**src/design/swm_consts.svh**
```systemverilog
/*
 Constants of the single-wire monitor link: opcodes, vectors, bit counts, register map.
 Assumes a 100 MHz system clock and inclusion by its bare name.
*/
// Contract
// - Host serial pin is wired-OR with pullup; either side only pulls it low.
// - Monitor touches only the host serial pin; host code in RAM may run.
// - Monitor entry by software interrupt or reset pin release with mode pins set.
// - After reset take eight security bytes, then send a ten-bit low break.
// - Monitor vectors live in the FE page: reset FEFE, break and trap FEFC.
// - Watchdog off in monitor with high test voltage; otherwise its disable bit rules.
// - Bypass pin low at entry skips the oscillator divide-by-two.
// - NRZ framing, same rate both ways, up to 28.8 kBaud.
// - Every received byte is echoed straight back on the host pin.
// - Command results follow the echo of the last command byte.
// - Start plus nine low bits is a break: release two bits, then echo it.
// - Six commands: read, write, indexed read, indexed write, stack read, run.
// - Indexed commands continue from the last accessed address, whole 64 KB.
// - Read is 4A, address high then low, echoes then the data byte.
// - Indexed read 1A echoes, then returns the next two bytes.
// - Stack read 0C echoes, then returns stack pointer high then low.
// - First variant, 4.9152 MHz: 4800 baud with bypass pin high, 9600 low.
// - With the PLL driving, rate is 4800 times the upper multiplier field; the code does this for fields 2 to 6 only, other values give 4800.
// - Second variant: rate scales with clock; bypass pin high halves it.
// - Security byte mismatch hides protected reads and blocks protected runs.
// - Passed security holds until power-on reset, despite later resets.
`ifndef SWM_CONSTS_SVH
`define SWM_CONSTS_SVH

`define SWM_CLK_HZ       100000000
`define SWM_BAUD_A       4800
`define SWM_BAUD_B_MILLI 7246370

`define SWM_OP_MEMRD 8'h4A
`define SWM_OP_MEMWR 8'h51
`define SWM_OP_IDXRD 8'h1A
`define SWM_OP_IDXWR 8'h52
`define SWM_OP_SPRD  8'h0C
`define SWM_OP_RUN   8'h53

`define SWM_VEC_RST_MON 16'hFEFE
`define SWM_VEC_RST_USR 16'hFFFE
`define SWM_VEC_BRK_MON 16'hFEFC
`define SWM_VEC_BRK_USR 16'hFFFC

`define SWM_SEC_LAST  3'h7
`define SWM_RX_BITS   4'h9
`define SWM_TX_BITS   4'hA
`define SWM_RDY_BITS  4'hA
`define SWM_BRK_BITS  4'hC
`define SWM_BRK_PAT   12'h003
`define SWM_UNDEF     8'h00
`define SWM_PROT_LO   16'h8000
`define SWM_PROT_HI   16'hFFFF

`define SWM_REG_CTRL  4'h0
`define SWM_REG_STAT  4'h4
`define SWM_REG_ADDR  4'h8
`define SWM_OKAY      2'h0
`define SWM_SLVERR    2'h2
`define SWM_CTRL_OVR  0
`define SWM_CTRL_DIVL 23:16
`define SWM_CTRL_DIVH 31:24

`endif

```
**src/design/swm_pkg.sv**
```systemverilog
/*
 Types of the single-wire monitor link: line and command states, the state record.
 Assumes swm_consts.svh for all numeric constants.
*/
package swm_pkg;
	typedef enum logic [2:0] {L_IDLE, L_RXHALF, L_RXBITS, L_TX, L_MEM} swm_line_t;
	typedef enum logic [2:0] {S_SEC, S_RDY, S_OP, S_AH, S_AL, S_DATA} swm_stage_t;
	typedef struct packed {
		swm_line_t  line;
		swm_stage_t stage;
		logic [15:0] tmr;
		logic [3:0]  bitCnt;
		logic [8:0]  rxSh;
		logic [11:0] txSh;
		logic        drvLow;
		logic [2:0]  secIdx;
		logic        secBad;
		logic        unlocked;
		logic        monitor;
		logic        bypass;
		logic        rstPrev;
		logic [7:0]  op;
		logic [7:0]  addrHi;
		logic [15:0] lastAddr;
		logic [15:0] resp;
		logic [1:0]  respCnt;
		logic [1:0]  memLeft;
		logic [15:0] memAddr;
		logic [7:0]  memWdata;
		logic        memWe;
		logic        memRe;
		logic        runReq;
		logic        illegalRst;
		logic        awHave;
		logic        wHave;
		logic [3:0]  awAddr;
		logic [31:0] wData;
		logic [3:0]  wStrb;
		logic        bValid;
		logic [1:0]  bResp;
		logic        rValid;
		logic [31:0] rData;
		logic [1:0]  rResp;
		logic        ovr;
		logic [15:0] divReg;
	} swm_state_t;
endpackage : swm_pkg

```
**src/design/swm_link.sv**
```systemverilog
/*
 Monitor-mode single-wire link: mode entry, vector page, watchdog gating,
 serial framing with echo and break, the six monitor commands, AXI4-Lite registers.
 Assumes all inputs synchronous to clock and a memory that answers memRe in the same cycle.
*/
`include "swm_consts.svh"

module swm_link #(
	parameter int          BIT_DIV_A = `SWM_CLK_HZ / `SWM_BAUD_A,
	parameter int          BIT_DIV_B = int'((64'(`SWM_CLK_HZ) * 64'd1000) / 64'(`SWM_BAUD_B_MILLI)),
	parameter bit          VARIANT_B = 1'b0,
	parameter logic [15:0] PROT_LO   = `SWM_PROT_LO,
	parameter logic [15:0] PROT_HI   = `SWM_PROT_HI
) (
	input  logic        clock,              // 100 MHz system clock
	input  logic        arst_n,             // Power-on reset, async, active low
	input  logic [3:0]  s_axi_awaddr,       // Write address
	input  logic        s_axi_awvalid,      // Write address valid
	output logic        s_axi_awready,      // Write address ready
	input  logic [31:0] s_axi_wdata,        // Write data
	input  logic [3:0]  s_axi_wstrb,        // Write byte strobes
	input  logic        s_axi_wvalid,       // Write data valid
	output logic        s_axi_wready,       // Write data ready
	output logic [1:0]  s_axi_bresp,        // Write response
	output logic        s_axi_bvalid,       // Write response valid
	input  logic        s_axi_bready,       // Write response ready
	input  logic [3:0]  s_axi_araddr,       // Read address
	input  logic        s_axi_arvalid,      // Read address valid
	output logic        s_axi_arready,      // Read address ready
	output logic [31:0] s_axi_rdata,        // Read data
	output logic [1:0]  s_axi_rresp,        // Read response
	output logic        s_axi_rvalid,       // Read data valid
	input  logic        s_axi_rready,       // Read data ready
	input  logic        hostSerialIn,       // Level of the host serial pin
	output logic        hostSerialOut,      // Value driven, always low
	output logic        hostSerialOe_n,     // Low while pulling the pin low
	input  logic        rstPin,             // Reset pin level, low in reset
	input  logic        highVoltage,        // Test voltage on interrupt or reset pin
	input  logic        modeSelA,           // Mode select pin a
	input  logic        modeSelB,           // Mode select pin b
	input  logic        dividerBypassPin,   // Divider bypass pin
	input  logic        softIntExec,        // Software interrupt executed, pulse
	input  logic        pllActive,          // PLL drives the clock generator output
	input  logic [3:0]  pllMulUpper,        // Upper PLL multiplier field
	input  logic        watchdogDisableBit, // Configuration disable of watchdog
	input  logic [63:0] securityBytes,      // Stored security bytes, first in low byte
	input  logic [15:0] stackPointer,       // CPU stack pointer
	output logic        monitorMode,        // Monitor mode active
	output logic        clkBypass,          // Skip oscillator divide-by-two
	output logic        watchdogEn,         // Watchdog enable
	output logic [15:0] vecReset,           // Reset vector address
	output logic [15:0] vecBreak,           // Break and trap vector address
	output logic        unlocked,           // Security passed
	output logic [15:0] memAddr,            // Memory address
	output logic [7:0]  memWdata,           // Memory write data
	output logic        memWe,              // Memory write strobe, pulse
	output logic        memRe,              // Memory read strobe, pulse
	input  logic [7:0]  memRdata,           // Memory read data, same cycle as memRe
	output logic        runReq,             // Start user program, pulse
	output logic [15:0] runAddr,            // Start address of user program
	output logic        illegalRst          // Illegal address reset, pulse
);
	import swm_pkg::*;

	swm_state_t  st_r;
	swm_state_t  st_nxt;
	logic [15:0] bitDiv;
	logic [8:0]  rxNext;
	logic [7:0]  rxByte;
	logic [7:0]  rdByte;
	logic [15:0] nextAddr;
	logic        tmrZero;
	logic        rxDone;
	logic        isBreak;
	logic        txDone;

	function automatic logic isProt(input logic [15:0] a);
		isProt = (a >= PROT_LO) && (a <= PROT_HI);
	endfunction : isProt

	// Rate select; software override wins so odd crystals can still be served
	always_comb begin
		bitDiv = 16'(BIT_DIV_A);
		if (st_r.ovr) begin
			bitDiv = st_r.divReg;
		end else if (VARIANT_B) begin
			bitDiv = st_r.bypass ? 16'(BIT_DIV_B) : 16'(BIT_DIV_B * 2);
		end else if (pllActive) begin
			case (pllMulUpper)
				4'h2: bitDiv = 16'(BIT_DIV_A / 2);
				4'h3: bitDiv = 16'(BIT_DIV_A / 3);
				4'h4: bitDiv = 16'(BIT_DIV_A / 4);
				4'h5: bitDiv = 16'(BIT_DIV_A / 5);
				4'h6: bitDiv = 16'(BIT_DIV_A / 6);
				default: bitDiv = 16'(BIT_DIV_A);
			endcase
		end else if (st_r.bypass) begin
			bitDiv = 16'(BIT_DIV_A / 2);
		end
	end

	assign tmrZero  = st_r.tmr == 16'h0000;
	assign rxNext   = {hostSerialIn, st_r.rxSh[8:1]};
	assign rxByte   = rxNext[7:0];
	assign rxDone   = st_r.line == L_RXBITS && tmrZero && st_r.bitCnt == 4'h1;
	assign isBreak  = rxDone && !rxNext[8] && rxByte == 8'h00;
	assign txDone   = st_r.line == L_TX && tmrZero && st_r.bitCnt == 4'h1;
	assign nextAddr = st_r.lastAddr + 16'h0001;
	// Locked reads of protected space never show the array
	assign rdByte   = (!st_r.unlocked && isProt(st_r.memAddr)) ? `SWM_UNDEF : memRdata;

	always_comb begin
		st_nxt = st_r;
		st_nxt.memWe = 1'b0;
		st_nxt.runReq = 1'b0;
		st_nxt.illegalRst = 1'b0;
		st_nxt.rstPrev = rstPin;
		st_nxt.tmr = tmrZero ? st_r.tmr : st_r.tmr - 16'h0001;

		if (rstPin && !st_r.rstPrev) begin
			st_nxt.monitor = highVoltage && modeSelA && !modeSelB && hostSerialIn;
			st_nxt.bypass = !dividerBypassPin;
		end else if (softIntExec) begin
			st_nxt.monitor = 1'b1;
		end

		if (!rstPin || !st_r.monitor) begin
			// Reset pin low or user mode restarts the security exchange but keeps the unlock
			st_nxt.line = L_IDLE;
			st_nxt.stage = S_SEC;
			st_nxt.secIdx = 3'h0;
			st_nxt.secBad = 1'b0;
			st_nxt.memRe = 1'b0;
			st_nxt.memLeft = 2'h0;
			st_nxt.respCnt = 2'h0;
		end else begin
			unique case (st_r.line)
				L_IDLE: begin
					if (!hostSerialIn) begin
						st_nxt.line = L_RXHALF;
						st_nxt.tmr = bitDiv >> 1;
					end
				end
				L_RXHALF: begin
					if (tmrZero) begin
						// A start bit gone by mid-bit was a glitch
						if (hostSerialIn) begin
							st_nxt.line = L_IDLE;
						end else begin
							st_nxt.line = L_RXBITS;
							st_nxt.tmr = bitDiv - 16'h0001;
							st_nxt.bitCnt = `SWM_RX_BITS;
						end
					end
				end
				L_RXBITS: begin
					if (tmrZero) begin
						st_nxt.rxSh = rxNext;
						st_nxt.bitCnt = st_r.bitCnt - 4'h1;
						st_nxt.tmr = bitDiv - 16'h0001;
						if (rxDone) begin
							st_nxt.line = L_TX;
							if (isBreak) begin
								st_nxt.txSh = `SWM_BRK_PAT;
								st_nxt.bitCnt = `SWM_BRK_BITS;
							end else begin
								st_nxt.txSh = {3'h7, rxByte, 1'b0};
								st_nxt.bitCnt = `SWM_TX_BITS;
								unique case (st_r.stage)
									S_SEC: begin
										if (rxByte != securityBytes[{st_r.secIdx, 3'h0} +: 8]) begin
											st_nxt.secBad = 1'b1;
										end
										st_nxt.secIdx = st_r.secIdx + 3'h1;
										if (st_r.secIdx == `SWM_SEC_LAST) begin
											st_nxt.stage = S_RDY;
											if (!st_nxt.secBad) begin
												st_nxt.unlocked = 1'b1;
											end
										end
									end
									S_RDY: begin
									end
									S_OP: begin
										st_nxt.op = rxByte;
										case (rxByte)
											`SWM_OP_MEMRD, `SWM_OP_MEMWR: st_nxt.stage = S_AH;
											`SWM_OP_IDXRD: st_nxt.memLeft = 2'h2;
											`SWM_OP_IDXWR: st_nxt.stage = S_DATA;
											`SWM_OP_SPRD: begin
												st_nxt.resp = stackPointer;
												st_nxt.respCnt = 2'h2;
											end
											`SWM_OP_RUN: begin
												// Host code may sit in RAM; only protected space is fenced
												if (!st_r.unlocked && isProt(st_r.lastAddr)) begin
													st_nxt.illegalRst = 1'b1;
												end else begin
													st_nxt.runReq = 1'b1;
												end
											end
											default: begin
											end
										endcase
									end
									S_AH: begin
										st_nxt.addrHi = rxByte;
										st_nxt.stage = S_AL;
									end
									S_AL: begin
										st_nxt.lastAddr = {st_r.addrHi, rxByte};
										if (st_r.op == `SWM_OP_MEMRD) begin
											st_nxt.memLeft = 2'h1;
											st_nxt.stage = S_OP;
										end else begin
											st_nxt.stage = S_DATA;
										end
									end
									S_DATA: begin
										st_nxt.memWe = 1'b1;
										st_nxt.memWdata = rxByte;
										if (st_r.op == `SWM_OP_IDXWR) begin
											st_nxt.memAddr = nextAddr;
											st_nxt.lastAddr = nextAddr;
										end else begin
											st_nxt.memAddr = st_r.lastAddr;
										end
										st_nxt.stage = S_OP;
									end
									default: st_nxt.stage = S_OP;
								endcase
							end
						end
					end
				end
				L_TX: begin
					if (tmrZero) begin
						st_nxt.tmr = bitDiv - 16'h0001;
						if (st_r.bitCnt != 4'h1) begin
							st_nxt.txSh = st_r.txSh >> 1;
							st_nxt.bitCnt = st_r.bitCnt - 4'h1;
						end else if (st_r.stage == S_RDY) begin
							st_nxt.txSh = 12'h000;
							st_nxt.bitCnt = `SWM_RDY_BITS;
							st_nxt.stage = S_OP;
						end else if (st_r.respCnt != 2'h0) begin
							st_nxt.txSh = {3'h7, st_r.resp[15:8], 1'b0};
							st_nxt.bitCnt = `SWM_TX_BITS;
							st_nxt.resp = {st_r.resp[7:0], 8'h00};
							st_nxt.respCnt = st_r.respCnt - 2'h1;
						end else if (st_r.memLeft != 2'h0) begin
							st_nxt.line = L_MEM;
							st_nxt.memRe = 1'b1;
							if (st_r.op == `SWM_OP_IDXRD) begin
								st_nxt.memAddr = nextAddr;
								st_nxt.lastAddr = nextAddr;
							end else begin
								st_nxt.memAddr = st_r.lastAddr;
							end
						end else begin
							st_nxt.line = L_IDLE;
						end
					end
				end
				L_MEM: begin
					st_nxt.memRe = 1'b0;
					st_nxt.line = L_TX;
					st_nxt.tmr = bitDiv - 16'h0001;
					st_nxt.txSh = {3'h7, rdByte, 1'b0};
					st_nxt.bitCnt = `SWM_TX_BITS;
					st_nxt.memLeft = st_r.memLeft - 2'h1;
				end
				default: st_nxt.line = L_IDLE;
			endcase
		end
		// Only ever pull low; a one bit releases the wired-OR line
		st_nxt.drvLow = st_nxt.line == L_TX && !st_nxt.txSh[0];

		// Register slave
		if (s_axi_awvalid && s_axi_awready) begin
			st_nxt.awHave = 1'b1;
			st_nxt.awAddr = s_axi_awaddr;
		end
		if (s_axi_wvalid && s_axi_wready) begin
			st_nxt.wHave = 1'b1;
			st_nxt.wData = s_axi_wdata;
			st_nxt.wStrb = s_axi_wstrb;
		end
		if (st_r.awHave && st_r.wHave) begin
			st_nxt.awHave = 1'b0;
			st_nxt.wHave = 1'b0;
			st_nxt.bValid = 1'b1;
			st_nxt.bResp = `SWM_OKAY;
			case (st_r.awAddr)
				`SWM_REG_CTRL: begin
					if (st_r.wStrb[0]) st_nxt.ovr = st_r.wData[`SWM_CTRL_OVR];
					if (st_r.wStrb[2]) st_nxt.divReg[7:0] = st_r.wData[`SWM_CTRL_DIVL];
					if (st_r.wStrb[3]) st_nxt.divReg[15:8] = st_r.wData[`SWM_CTRL_DIVH];
				end
				`SWM_REG_STAT, `SWM_REG_ADDR: begin
				end
				default: st_nxt.bResp = `SWM_SLVERR;
			endcase
		end
		if (st_r.bValid && s_axi_bready) st_nxt.bValid = 1'b0;
		if (s_axi_arvalid && s_axi_arready) begin
			st_nxt.rValid = 1'b1;
			st_nxt.rResp = `SWM_OKAY;
			case (s_axi_araddr)
				`SWM_REG_CTRL: st_nxt.rData = {st_r.divReg, 15'h0000, st_r.ovr};
				`SWM_REG_STAT: st_nxt.rData = {21'h00_0000, st_r.line, 1'b0, st_r.stage,
					st_r.bypass, st_r.secBad, st_r.unlocked, st_r.monitor};
				`SWM_REG_ADDR: st_nxt.rData = {16'h0000, st_r.lastAddr};
				default: begin
					st_nxt.rData = 32'h0000_0000;
					st_nxt.rResp = `SWM_SLVERR;
				end
			endcase
		end
		if (st_r.rValid && s_axi_rready) st_nxt.rValid = 1'b0;
	end

	always_ff @(posedge clock or negedge arst_n) begin
		if (!arst_n) begin
			st_r <= '0;
			st_r.divReg <= 16'(BIT_DIV_A);
		end else begin
			st_r <= st_nxt;
		end
	end

	assign s_axi_awready  = !st_r.awHave && !st_r.bValid;
	assign s_axi_wready   = !st_r.wHave && !st_r.bValid;
	assign s_axi_bvalid   = st_r.bValid;
	assign s_axi_bresp    = st_r.bResp;
	assign s_axi_arready  = !st_r.rValid;
	assign s_axi_rvalid   = st_r.rValid;
	assign s_axi_rdata    = st_r.rData;
	assign s_axi_rresp    = st_r.rResp;
	assign hostSerialOut  = 1'b0;
	assign hostSerialOe_n = !st_r.drvLow;
	assign monitorMode    = st_r.monitor;
	assign clkBypass      = st_r.monitor && st_r.bypass;
	assign watchdogEn     = !(st_r.monitor && highVoltage) && !watchdogDisableBit;
	assign vecReset       = st_r.monitor ? `SWM_VEC_RST_MON : `SWM_VEC_RST_USR;
	assign vecBreak       = st_r.monitor ? `SWM_VEC_BRK_MON : `SWM_VEC_BRK_USR;
	assign unlocked       = st_r.unlocked;
	assign memAddr        = st_r.memAddr;
	assign memWdata       = st_r.memWdata;
	assign memWe          = st_r.memWe;
	assign memRe          = st_r.memRe;
	assign runReq         = st_r.runReq;
	assign runAddr        = st_r.lastAddr;
	assign illegalRst     = st_r.illegalRst;
endmodule : swm_link

```
**config.mk**
```make
export PLATFORM = sky130hd
export DESIGN_NAME = swm_link
export DESIGN_NICKNAME = d
export VERILOG_FILES = /design/src/design/swm_pkg.sv /design/src/design/swm_link.sv
export VERILOG_INCLUDE_DIRS = /design/src /design/src/design
export SDC_FILE = /design/constraint.sdc
export NUM_CORES = 1
export LEC_CHECK = 0
export BUFFER_PORTS_ARGS = -buffer_cell sky130_fd_sc_hd__buf_2
export CORE_AREA = 3 3 194 196
export CTS_BUF_LIST = sky130_fd_sc_hd__clkbuf_4
export CTS_CLUSTER_DIAMETER = 50
export DETAILED_ROUTE_END_ITERATION = 10
export DIE_AREA = 0 0 197 199
export GPL_TIMING_DRIVEN = 0
export PLACE_DENSITY = 0.54
export SYNTH_ARGS = -nofsm -noshare
export SYNTH_HDL_FRONTEND = slang
export SYNTH_SLANG_ARGS = --single-unit
export TNS_END_PERCENT = 10
```
**constraint.sdc**
```tcl
create_clock -name clock -period 3.5 [get_ports clock]
set_input_delay 0.35 -clock clock [delete_from_list [all_inputs] [get_ports clock]]
set_output_delay 0.35 -clock clock [all_outputs]
set_load 0.005 [all_outputs]
```
==> results.sh, run 1 <==
export IMPL_hold_viol=0
export IMPL_slew_headroom=0.201
export IMPL_track_usage=0.214
export IMPL_finalCriticalPeriod_ns=3.35
export IMPL_cts_root_buffer="clkbuf_4"
export IMPL_synth_top_flop_cell="dfrtp_1"
export IMPL_antenna_found_initial=2
export IMPL_rsz0062_at_grt="true"
export IMPL_hp_class="in2async"
export IMPL_fin_nets=1851
export IMPL_critPathRequiredTime_ns=4.13
export IMPL_cp_arrival_ns=3.98
export IMPL_tightest_slew_ns=1.20
export IMPL_grt_overflow_total=0
export IMPL_final_common_cell="buf_2"
export IMPL_critical_path_class="reg2reg"
export IMPL_die_h_microns=199
export IMPL_synthXorXnorAreaFrac=0.0230
export IMPL_synth_compound_area_frac=0.164
export IMPL_hold_slack_ns=0.108
export IMPL_synth_area_sq_um=12600
export IMPL_p_leak_nw=7.34
export IMPL_firstDrtPassIters=5
export IMPL_synthCells=1309
export IMPL_cp_slowest_cell="nand4_1"
export IMPL_wl_per_cell_microns=19.1
export IMPL_clk_latency_ns=0.80
export IMPL_fin_skew_ns=0.0511
export IMPL_synth_simple_gate_area_share=0.174
export IMPL_cp_common_cell="nor3b_1"
export IMPL_synthMuxAreaShare=0.102
export IMPL_cp_start_kind="register"
export IMPL_drive_above_1_share=0.331
export IMPL_core_area_sq_um=36300
export IMPL_synth_warnings=0
export IMPL_grt_pass1_wl_microns=65800
export IMPL_ant_nets=0
export IMPL_wirelength_microns=42200
export IMPL_areaGrowthSynthToFinish_pct=26.2
export IMPL_drc=0
export IMPL_die_x_microns=197
export IMPL_post_cts_setup_buffers=0
export IMPL_grt_max_degree=85
export IMPL_setup_viol=0
export IMPL_dp_worst_setup_slack_ns=0.170
export IMPL_power_density_nw_per_um2=451
export IMPL_cts_clk_slew_worst_paths_ns=0.07
export IMPL_via_per_inst=5.24
export IMPL_vias=11555
export IMPL_r2r_cells=9
export IMPL_cp_end_kind="register"
export IMPL_power_w=0.00715
export IMPL_die_area_sq_um=39200
export IMPL_synthAdderAreaFrac=0.00897
export IMPL_rr_startpoint="st_r[211]"
export IMPL_clock_sinks=214
export IMPL_ys_async_sr_fraction=1.00
export IMPL_final_cell_mix="buf_2 (238), dfrtp_1 (208), nand2_1 (129)"
export IMPL_fmax_mhz=298
export IMPL_synth_top_family_by_area="simple AND/OR/NAND/NOR gates"
export IMPL_fp_row_count=70
export IMPL_worstPathCellList="inv_1 > ha_1 > nor3b_1 > nand4_1 > nor2_1 > clkbuf_2 > a311oi_1 > a21oi_1 > nor3b_1"
export IMPL_synth_area_leader_cell="dfrtp_1"
export IMPL_maxSlewViolCount=0
export IMPL_port_buffers=224
export IMPL_timing_rr_end="st_r[185]"
export IMPL_synthTopCellsByArea="dfrtp_1 (41%), buf_4 (6.7%), mux2_2 (6.4%)"
export IMPL_synth_edf_count=0
export IMPL_fin_ws_ns=0.149
export IMPL_max_stage_delay_ns=0.50
export IMPL_cts_tree="yes"
export IMPL_rrSetupSlack_ns=0.15
export IMPL_avgSynthCellArea_sq_um=9.59
export IMPL_hpwlAfterDp_microns=31600
export IMPL_ys_ff_latch=214
export IMPL_grt_pass1_vias=11441
export IMPL_drv_cap=0
export IMPL_ir_drop_uv=326
export IMPL_synth_top_cell_area_share=0.415
export IMPL_cts_made_buffers=61
export IMPL_htreeDepth=2
export IMPL_status="finished, final reports clean"
export IMPL_drt_initial_drc_count=803
export IMPL_initial_utilization=0.346
export IMPL_place_congestion=0.896
export IMPL_crit_fanout=10
export IMPL_ios=275
export IMPL_ys_seq_area_frac=0.427
export IMPL_yosysUniqueCellTypes=88
export IMPL_clockBufferDepth=3
export IMPL_post_route_period_util=0.957
-- per-layer routing --
metal,track usage,wire [microns],vias up,part of all wire
met5,0,0,-,0
met4,0.0657,891,0,0.021
met3,0.0391,2530,65,0.060
met2,0.352,20000,410,0.47
met1,0.289,18800,5667,0.44
li1,-,-,5413,-
-- where the power goes --
| part | internal (W) | switching, W |
|---|---|---|
| clock network | 0.00122 | 0.00112 |
| registers | 0.00286 | 0.000336 |
| logic | 0.000790 | 0.000830 |
| total | 0.00487 | 0.00228 |
-- cell families after synthesis --
logic type / Yosys count
flops: 214
fa+ha+maj: 9
xor+xnor: 33
other cells: 2
buf+inv: 211
compound gates: 319
simple gates: 422
mux: 99
-- timing repair --
action | in CTS | in global routing
setup endpoints to repair | 0 | 19
hold buffers | 61 | 0
hold endpoints to repair | 268 | 0
gates resized for setup | 0 | 3
-- critical path: cells and delay by family, from the launching register on --
| family | cells | cell delay [ns] |
|---|---|---|
| AND/OR/NAND/NOR | 4 | 1.64 |
| buffers and inverters | 2 | 0.47 |
| flip-flops | 1 | 0.43 |
| AO/OA/AOI/OAI | 2 | 0.30 |
| adder cells (fa/ha/maj) | 1 | 0.34 |
-- area by class of cell --
type                    count  area [sq um]
diodes                      2          5.00
plain buffers             179          1130
clock buffers              95           713
clock inverters            13          53.8
fillers                  3668         20400
inverters                  32           120
multi-input cells         915          6060
flip-flops and latches    214          5360
well taps                 468           586
repair buffers            287          1800
-- flip-flops by register name, indices dropped and copies added, names as in the netlist, 8 cells and up --
| signal | cells |
|---|---|
| st_r | 124 |
| s_axi_rdata | 32 |
| memAddr | 16 |
| runAddr | 16 |
| memWdata | 8 |
| rxByte | 8 |
-- how the worst max path moves through the flow --
stage                    from         end
CTS                 st_r[211]   st_r[173]
floorplan           st_r[211]  memAddr[9]
global placement       arst_n   st_r[131]
global route        st_r[211]   st_r[185]
detailed placement  st_r[211]   st_r[173]
finish              st_r[211]   st_r[185]
-- cell usage after synthesis, types with 4 or more instances --
master and number:
nor2b_1 8, nand3_1 31, xnor2_1 16, and2_1 9, nor4_1 18, a22o_1 20, o22ai_1 5, or3_1 12
a21o_1 7, nor3_1 28, mux2i_1 12, nor3b_1 10, mux4_2 16, nand4_1 13, o21ai_0 90, o21bai_1 4
nor2_1 92, o21a_1 6, nor4_2 5, o221ai_1 7, nand2b_1 13, or4_1 10, xor2_1 17, o41ai_1 4
nand4b_1 4, and3_1 6, dfstp_2 6, inv_1 32, ha_1 9, a21oi_1 64, dfrtp_1 208, a21boi_0 4
clkbuf_1 46, a22oi_1 31, buf_4 112, a211oi_1 8, a31oi_1 20, mux2_2 71, o31a_1 4, buf_2 15
a211o_1 6, o31ai_1 6, nand2_1 129
-- per-stage QoR --
stage | TNS [ns] | cells | cell area, sq um | util
floorplan | 0 | 1340 | 12700 | -
detailed placement | 0 | 2034 | 14400 | 0.398
global placement | -380.64 | 2032 | 14400 | 0.396
global route | -0.0528 | 2205 | 15800 | 0.437
finish | 0 | 2205 | 15800 | 0.437
CTS | 0 | 2203 | 15800 | 0.436
Note: power is estimated with default switching activity, not from simulation.
==> inputs of run 2 (changes only) <==
--- a/config.mk
+++ b/config.mk
@@ -13,6 +13,7 @@
 export DETAILED_ROUTE_END_ITERATION = 10
 export DIE_AREA = 0 0 197 199
 export GPL_TIMING_DRIVEN = 0
+export MAX_ROUTING_LAYER = met4
 export PLACE_DENSITY = 0.54
 export SYNTH_ARGS = -nofsm -noshare
 export SYNTH_HDL_FRONTEND = slang
==> constraint.sdc (replaced) <==
create_clock -name clock -period 4.3 [get_ports clock]
set_input_delay 0.43 -clock clock [delete_from_list [all_inputs] [get_ports clock]]
set_output_delay 0.43 -clock clock [all_outputs]
set_load 0.005 [all_outputs]
==> results.sh, run 2 (synthesized netlist as in run 1, its figures left out) <==
export IMPL_status="finished, final reports clean"
export IMPL_seqCellArea_sq_um=5360
export IMPL_grt_pass1_vias=11204
export IMPL_antenna_found_initial=2
export IMPL_grt_busiest_layer="met2"
export IMPL_wirelength_microns=41800
export IMPL_final_cell_mix="buf_2 (238), dfrtp_1 (208), nand2_1 (129)"
export IMPL_seq_power_share=0.450
export IMPL_regMostFlops="st_r"
export IMPL_die_area_sq_um=39200
export IMPL_crit_family="simple AND/OR/NAND/NOR gates"
export IMPL_wl_per_cell_microns=19.1
export IMPL_cts_root_buffer="clkbuf_4"
export IMPL_p_switching_w=0.00183
export IMPL_clock_sinks=214
export IMPL_fin_ws_ns=0.807
export IMPL_multiInputGateArea_sq_um=6060
export IMPL_cp_start_kind="register"
export IMPL_track_usage=0.217
export IMPL_crit_fanout=10
export IMPL_drv_cap=0
export IMPL_rsz0062_at_grt="false"
export IMPL_power_switching_share=0.317
export IMPL_drt_initial_drc_count=889
export IMPL_ir_drop_uv=296
export IMPL_final_common_cell="buf_2"
export IMPL_cts_clk_slew_worst_paths_ns=0.07
export IMPL_cts_made_buffers=60
export IMPL_largest_reg_flops=124
export IMPL_grt_max_degree=119
export IMPL_initial_utilization=0.346
export IMPL_grt_pass1_wl_microns=64700
export IMPL_grt_overflow_total=0
export IMPL_post_cts_setup_buffers=0
export IMPL_finalCriticalPeriod_ns=3.49
export IMPL_met1_usage=0.286
export IMPL_clockBufferDepth=3
export IMPL_ios=275
export IMPL_clk_latency_ns=0.78
export IMPL_max_stage_delay_ns=0.47
export IMPL_firstDrtPassIters=5
export IMPL_hold_viol=0
export IMPL_fin_nets=1838
export IMPL_vias=11379
export IMPL_port_buffers=224
export IMPL_dp_worst_setup_slack_ns=0.932
export IMPL_die_h_microns=199
export IMPL_setup_viol=0
export IMPL_maxSlewViolCount=0
export IMPL_die_x_microns=197
export IMPL_hold_slack_ns=0.0836
export IMPL_htreeDepth=2
export IMPL_combPwrFrac=0.224
export IMPL_cts_tree="yes"
export IMPL_place_congestion=0.914
export IMPL_critical_path_class="reg2reg"
export IMPL_cp_slowest_cell="nand4_1"
export IMPL_drive_above_1_share=0.328
export IMPL_core_area_sq_um=36300
export IMPL_internal_power_w=0.00394
export IMPL_worst_path_buf_inv=2
export IMPL_fin_skew_ns=0.0476
export IMPL_post_route_period_util=0.812
export IMPL_clkPwrFrac=0.326
export IMPL_use_met2=0.343
export IMPL_drc=0
export IMPL_cp_common_cell="nor3b_1"
export IMPL_hp_class="in2reg"
export IMPL_cp_end_kind="register"
export IMPL_slew_headroom=0.152
export IMPL_n_fill_cell=3690
export IMPL_critPathRequiredTime_ns=4.90
export IMPL_ant_nets=0
export IMPL_cp_arrival_ns=4.09
export IMPL_fp_row_count=70
export IMPL_worstPathCellList="inv_1 > ha_1 > nor3b_1 > nand4_1 > nor2_1 > clkbuf_1 > a311oi_1 > a21oi_1 > nor3b_1"
export IMPL_areaGrowthSynthToFinish_pct=24.8
export IMPL_via_per_inst=5.20
export IMPL_fmax_mhz=286
export IMPL_p_leak_nw=7.25
export IMPL_use_met3=0.0361
export IMPL_tightest_slew_ns=1.27
export IMPL_hpwlAfterDp_microns=31300
export IMPL_power_density_nw_per_um2=368
export IMPL_finalSetupTns_ns=0
-- run 2: worst register-to-register path, stage by stage, from the launching register on --
cell      delay (ns)
dfrtp_1         0.44
inv_1           0.14
ha_1            0.33
nor3b_1         0.28
nand4_1         0.47
nor2_1          0.42
clkbuf_1        0.47
a311oi_1        0.12
a21oi_1         0.25
nor3b_1         0.42
-- run 2: worst paths after layout --
kind                              from               to  slack [ns]  cells past startpoint
max                          st_r[211]        st_r[185]        0.81                      9
min                        memRdata[0]        st_r[187]        0.08                      5
max reg2reg                  st_r[211]        st_r[185]        0.81                      9
min reg2reg                   st_r[88]         st_r[13]        0.47                      1
max in group asynchronous       arst_n        st_r[142]        2.91                      3
min in group asynchronous       arst_n  s_axi_rdata[12]        0.30                      2
-- run 2: final cells by class --
cell class / instances / area share
Antenna cell: 1 / 0.000160
Buffer: 179 / 0.0723
Clock buffer: 88 / 0.0422
Clock inverter: 15 / 0.00551
Inverter: 32 / 0.00767
Multi-Input combinational cell: 915 / 0.387
Sequential cell: 214 / 0.342
Tap cell: 468 / 0.0374
Timing Repair Buffer: 275 / 0.106
-- run 2: stage by stage --
step | total power (W) | cells | instance area (sq um) | util
after global placement | 0.00386 | 2032 | 14400 | 0.396
final | 0.00577 | 2187 | 15700 | 0.432
after CTS | 0.00584 | 2186 | 15700 | 0.432
after global routing | 0.00616 | 2187 | 15700 | 0.432
after detailed placement | 0.00389 | 2033 | 14400 | 0.398
after floorplan | 0.00344 | 1340 | 12700 | -
-- run 2: per-layer routing --
layer	vias up	part of all wire
met3	69	0.057
met1	5556	0.45
met5	-	0
met4	0	0.027
met2	366	0.47
li1	5388	-
-- run 2: power groups by stage --
stage               Sequential (W)  Combinational [W]  Clock [W]
floorplan                  0.00254           0.000907          0
global placement           0.00262            0.00123          0
detailed placement         0.00263            0.00125          0
CTS                        0.00260            0.00129    0.00195
global route               0.00265            0.00145    0.00206
finish                     0.00260            0.00129    0.00188
-- run 2: what timing repair did --
item                      CTS  global route
hold endpoints to repair  144             0
hold buffers               50             0
gates resized for setup     0             0
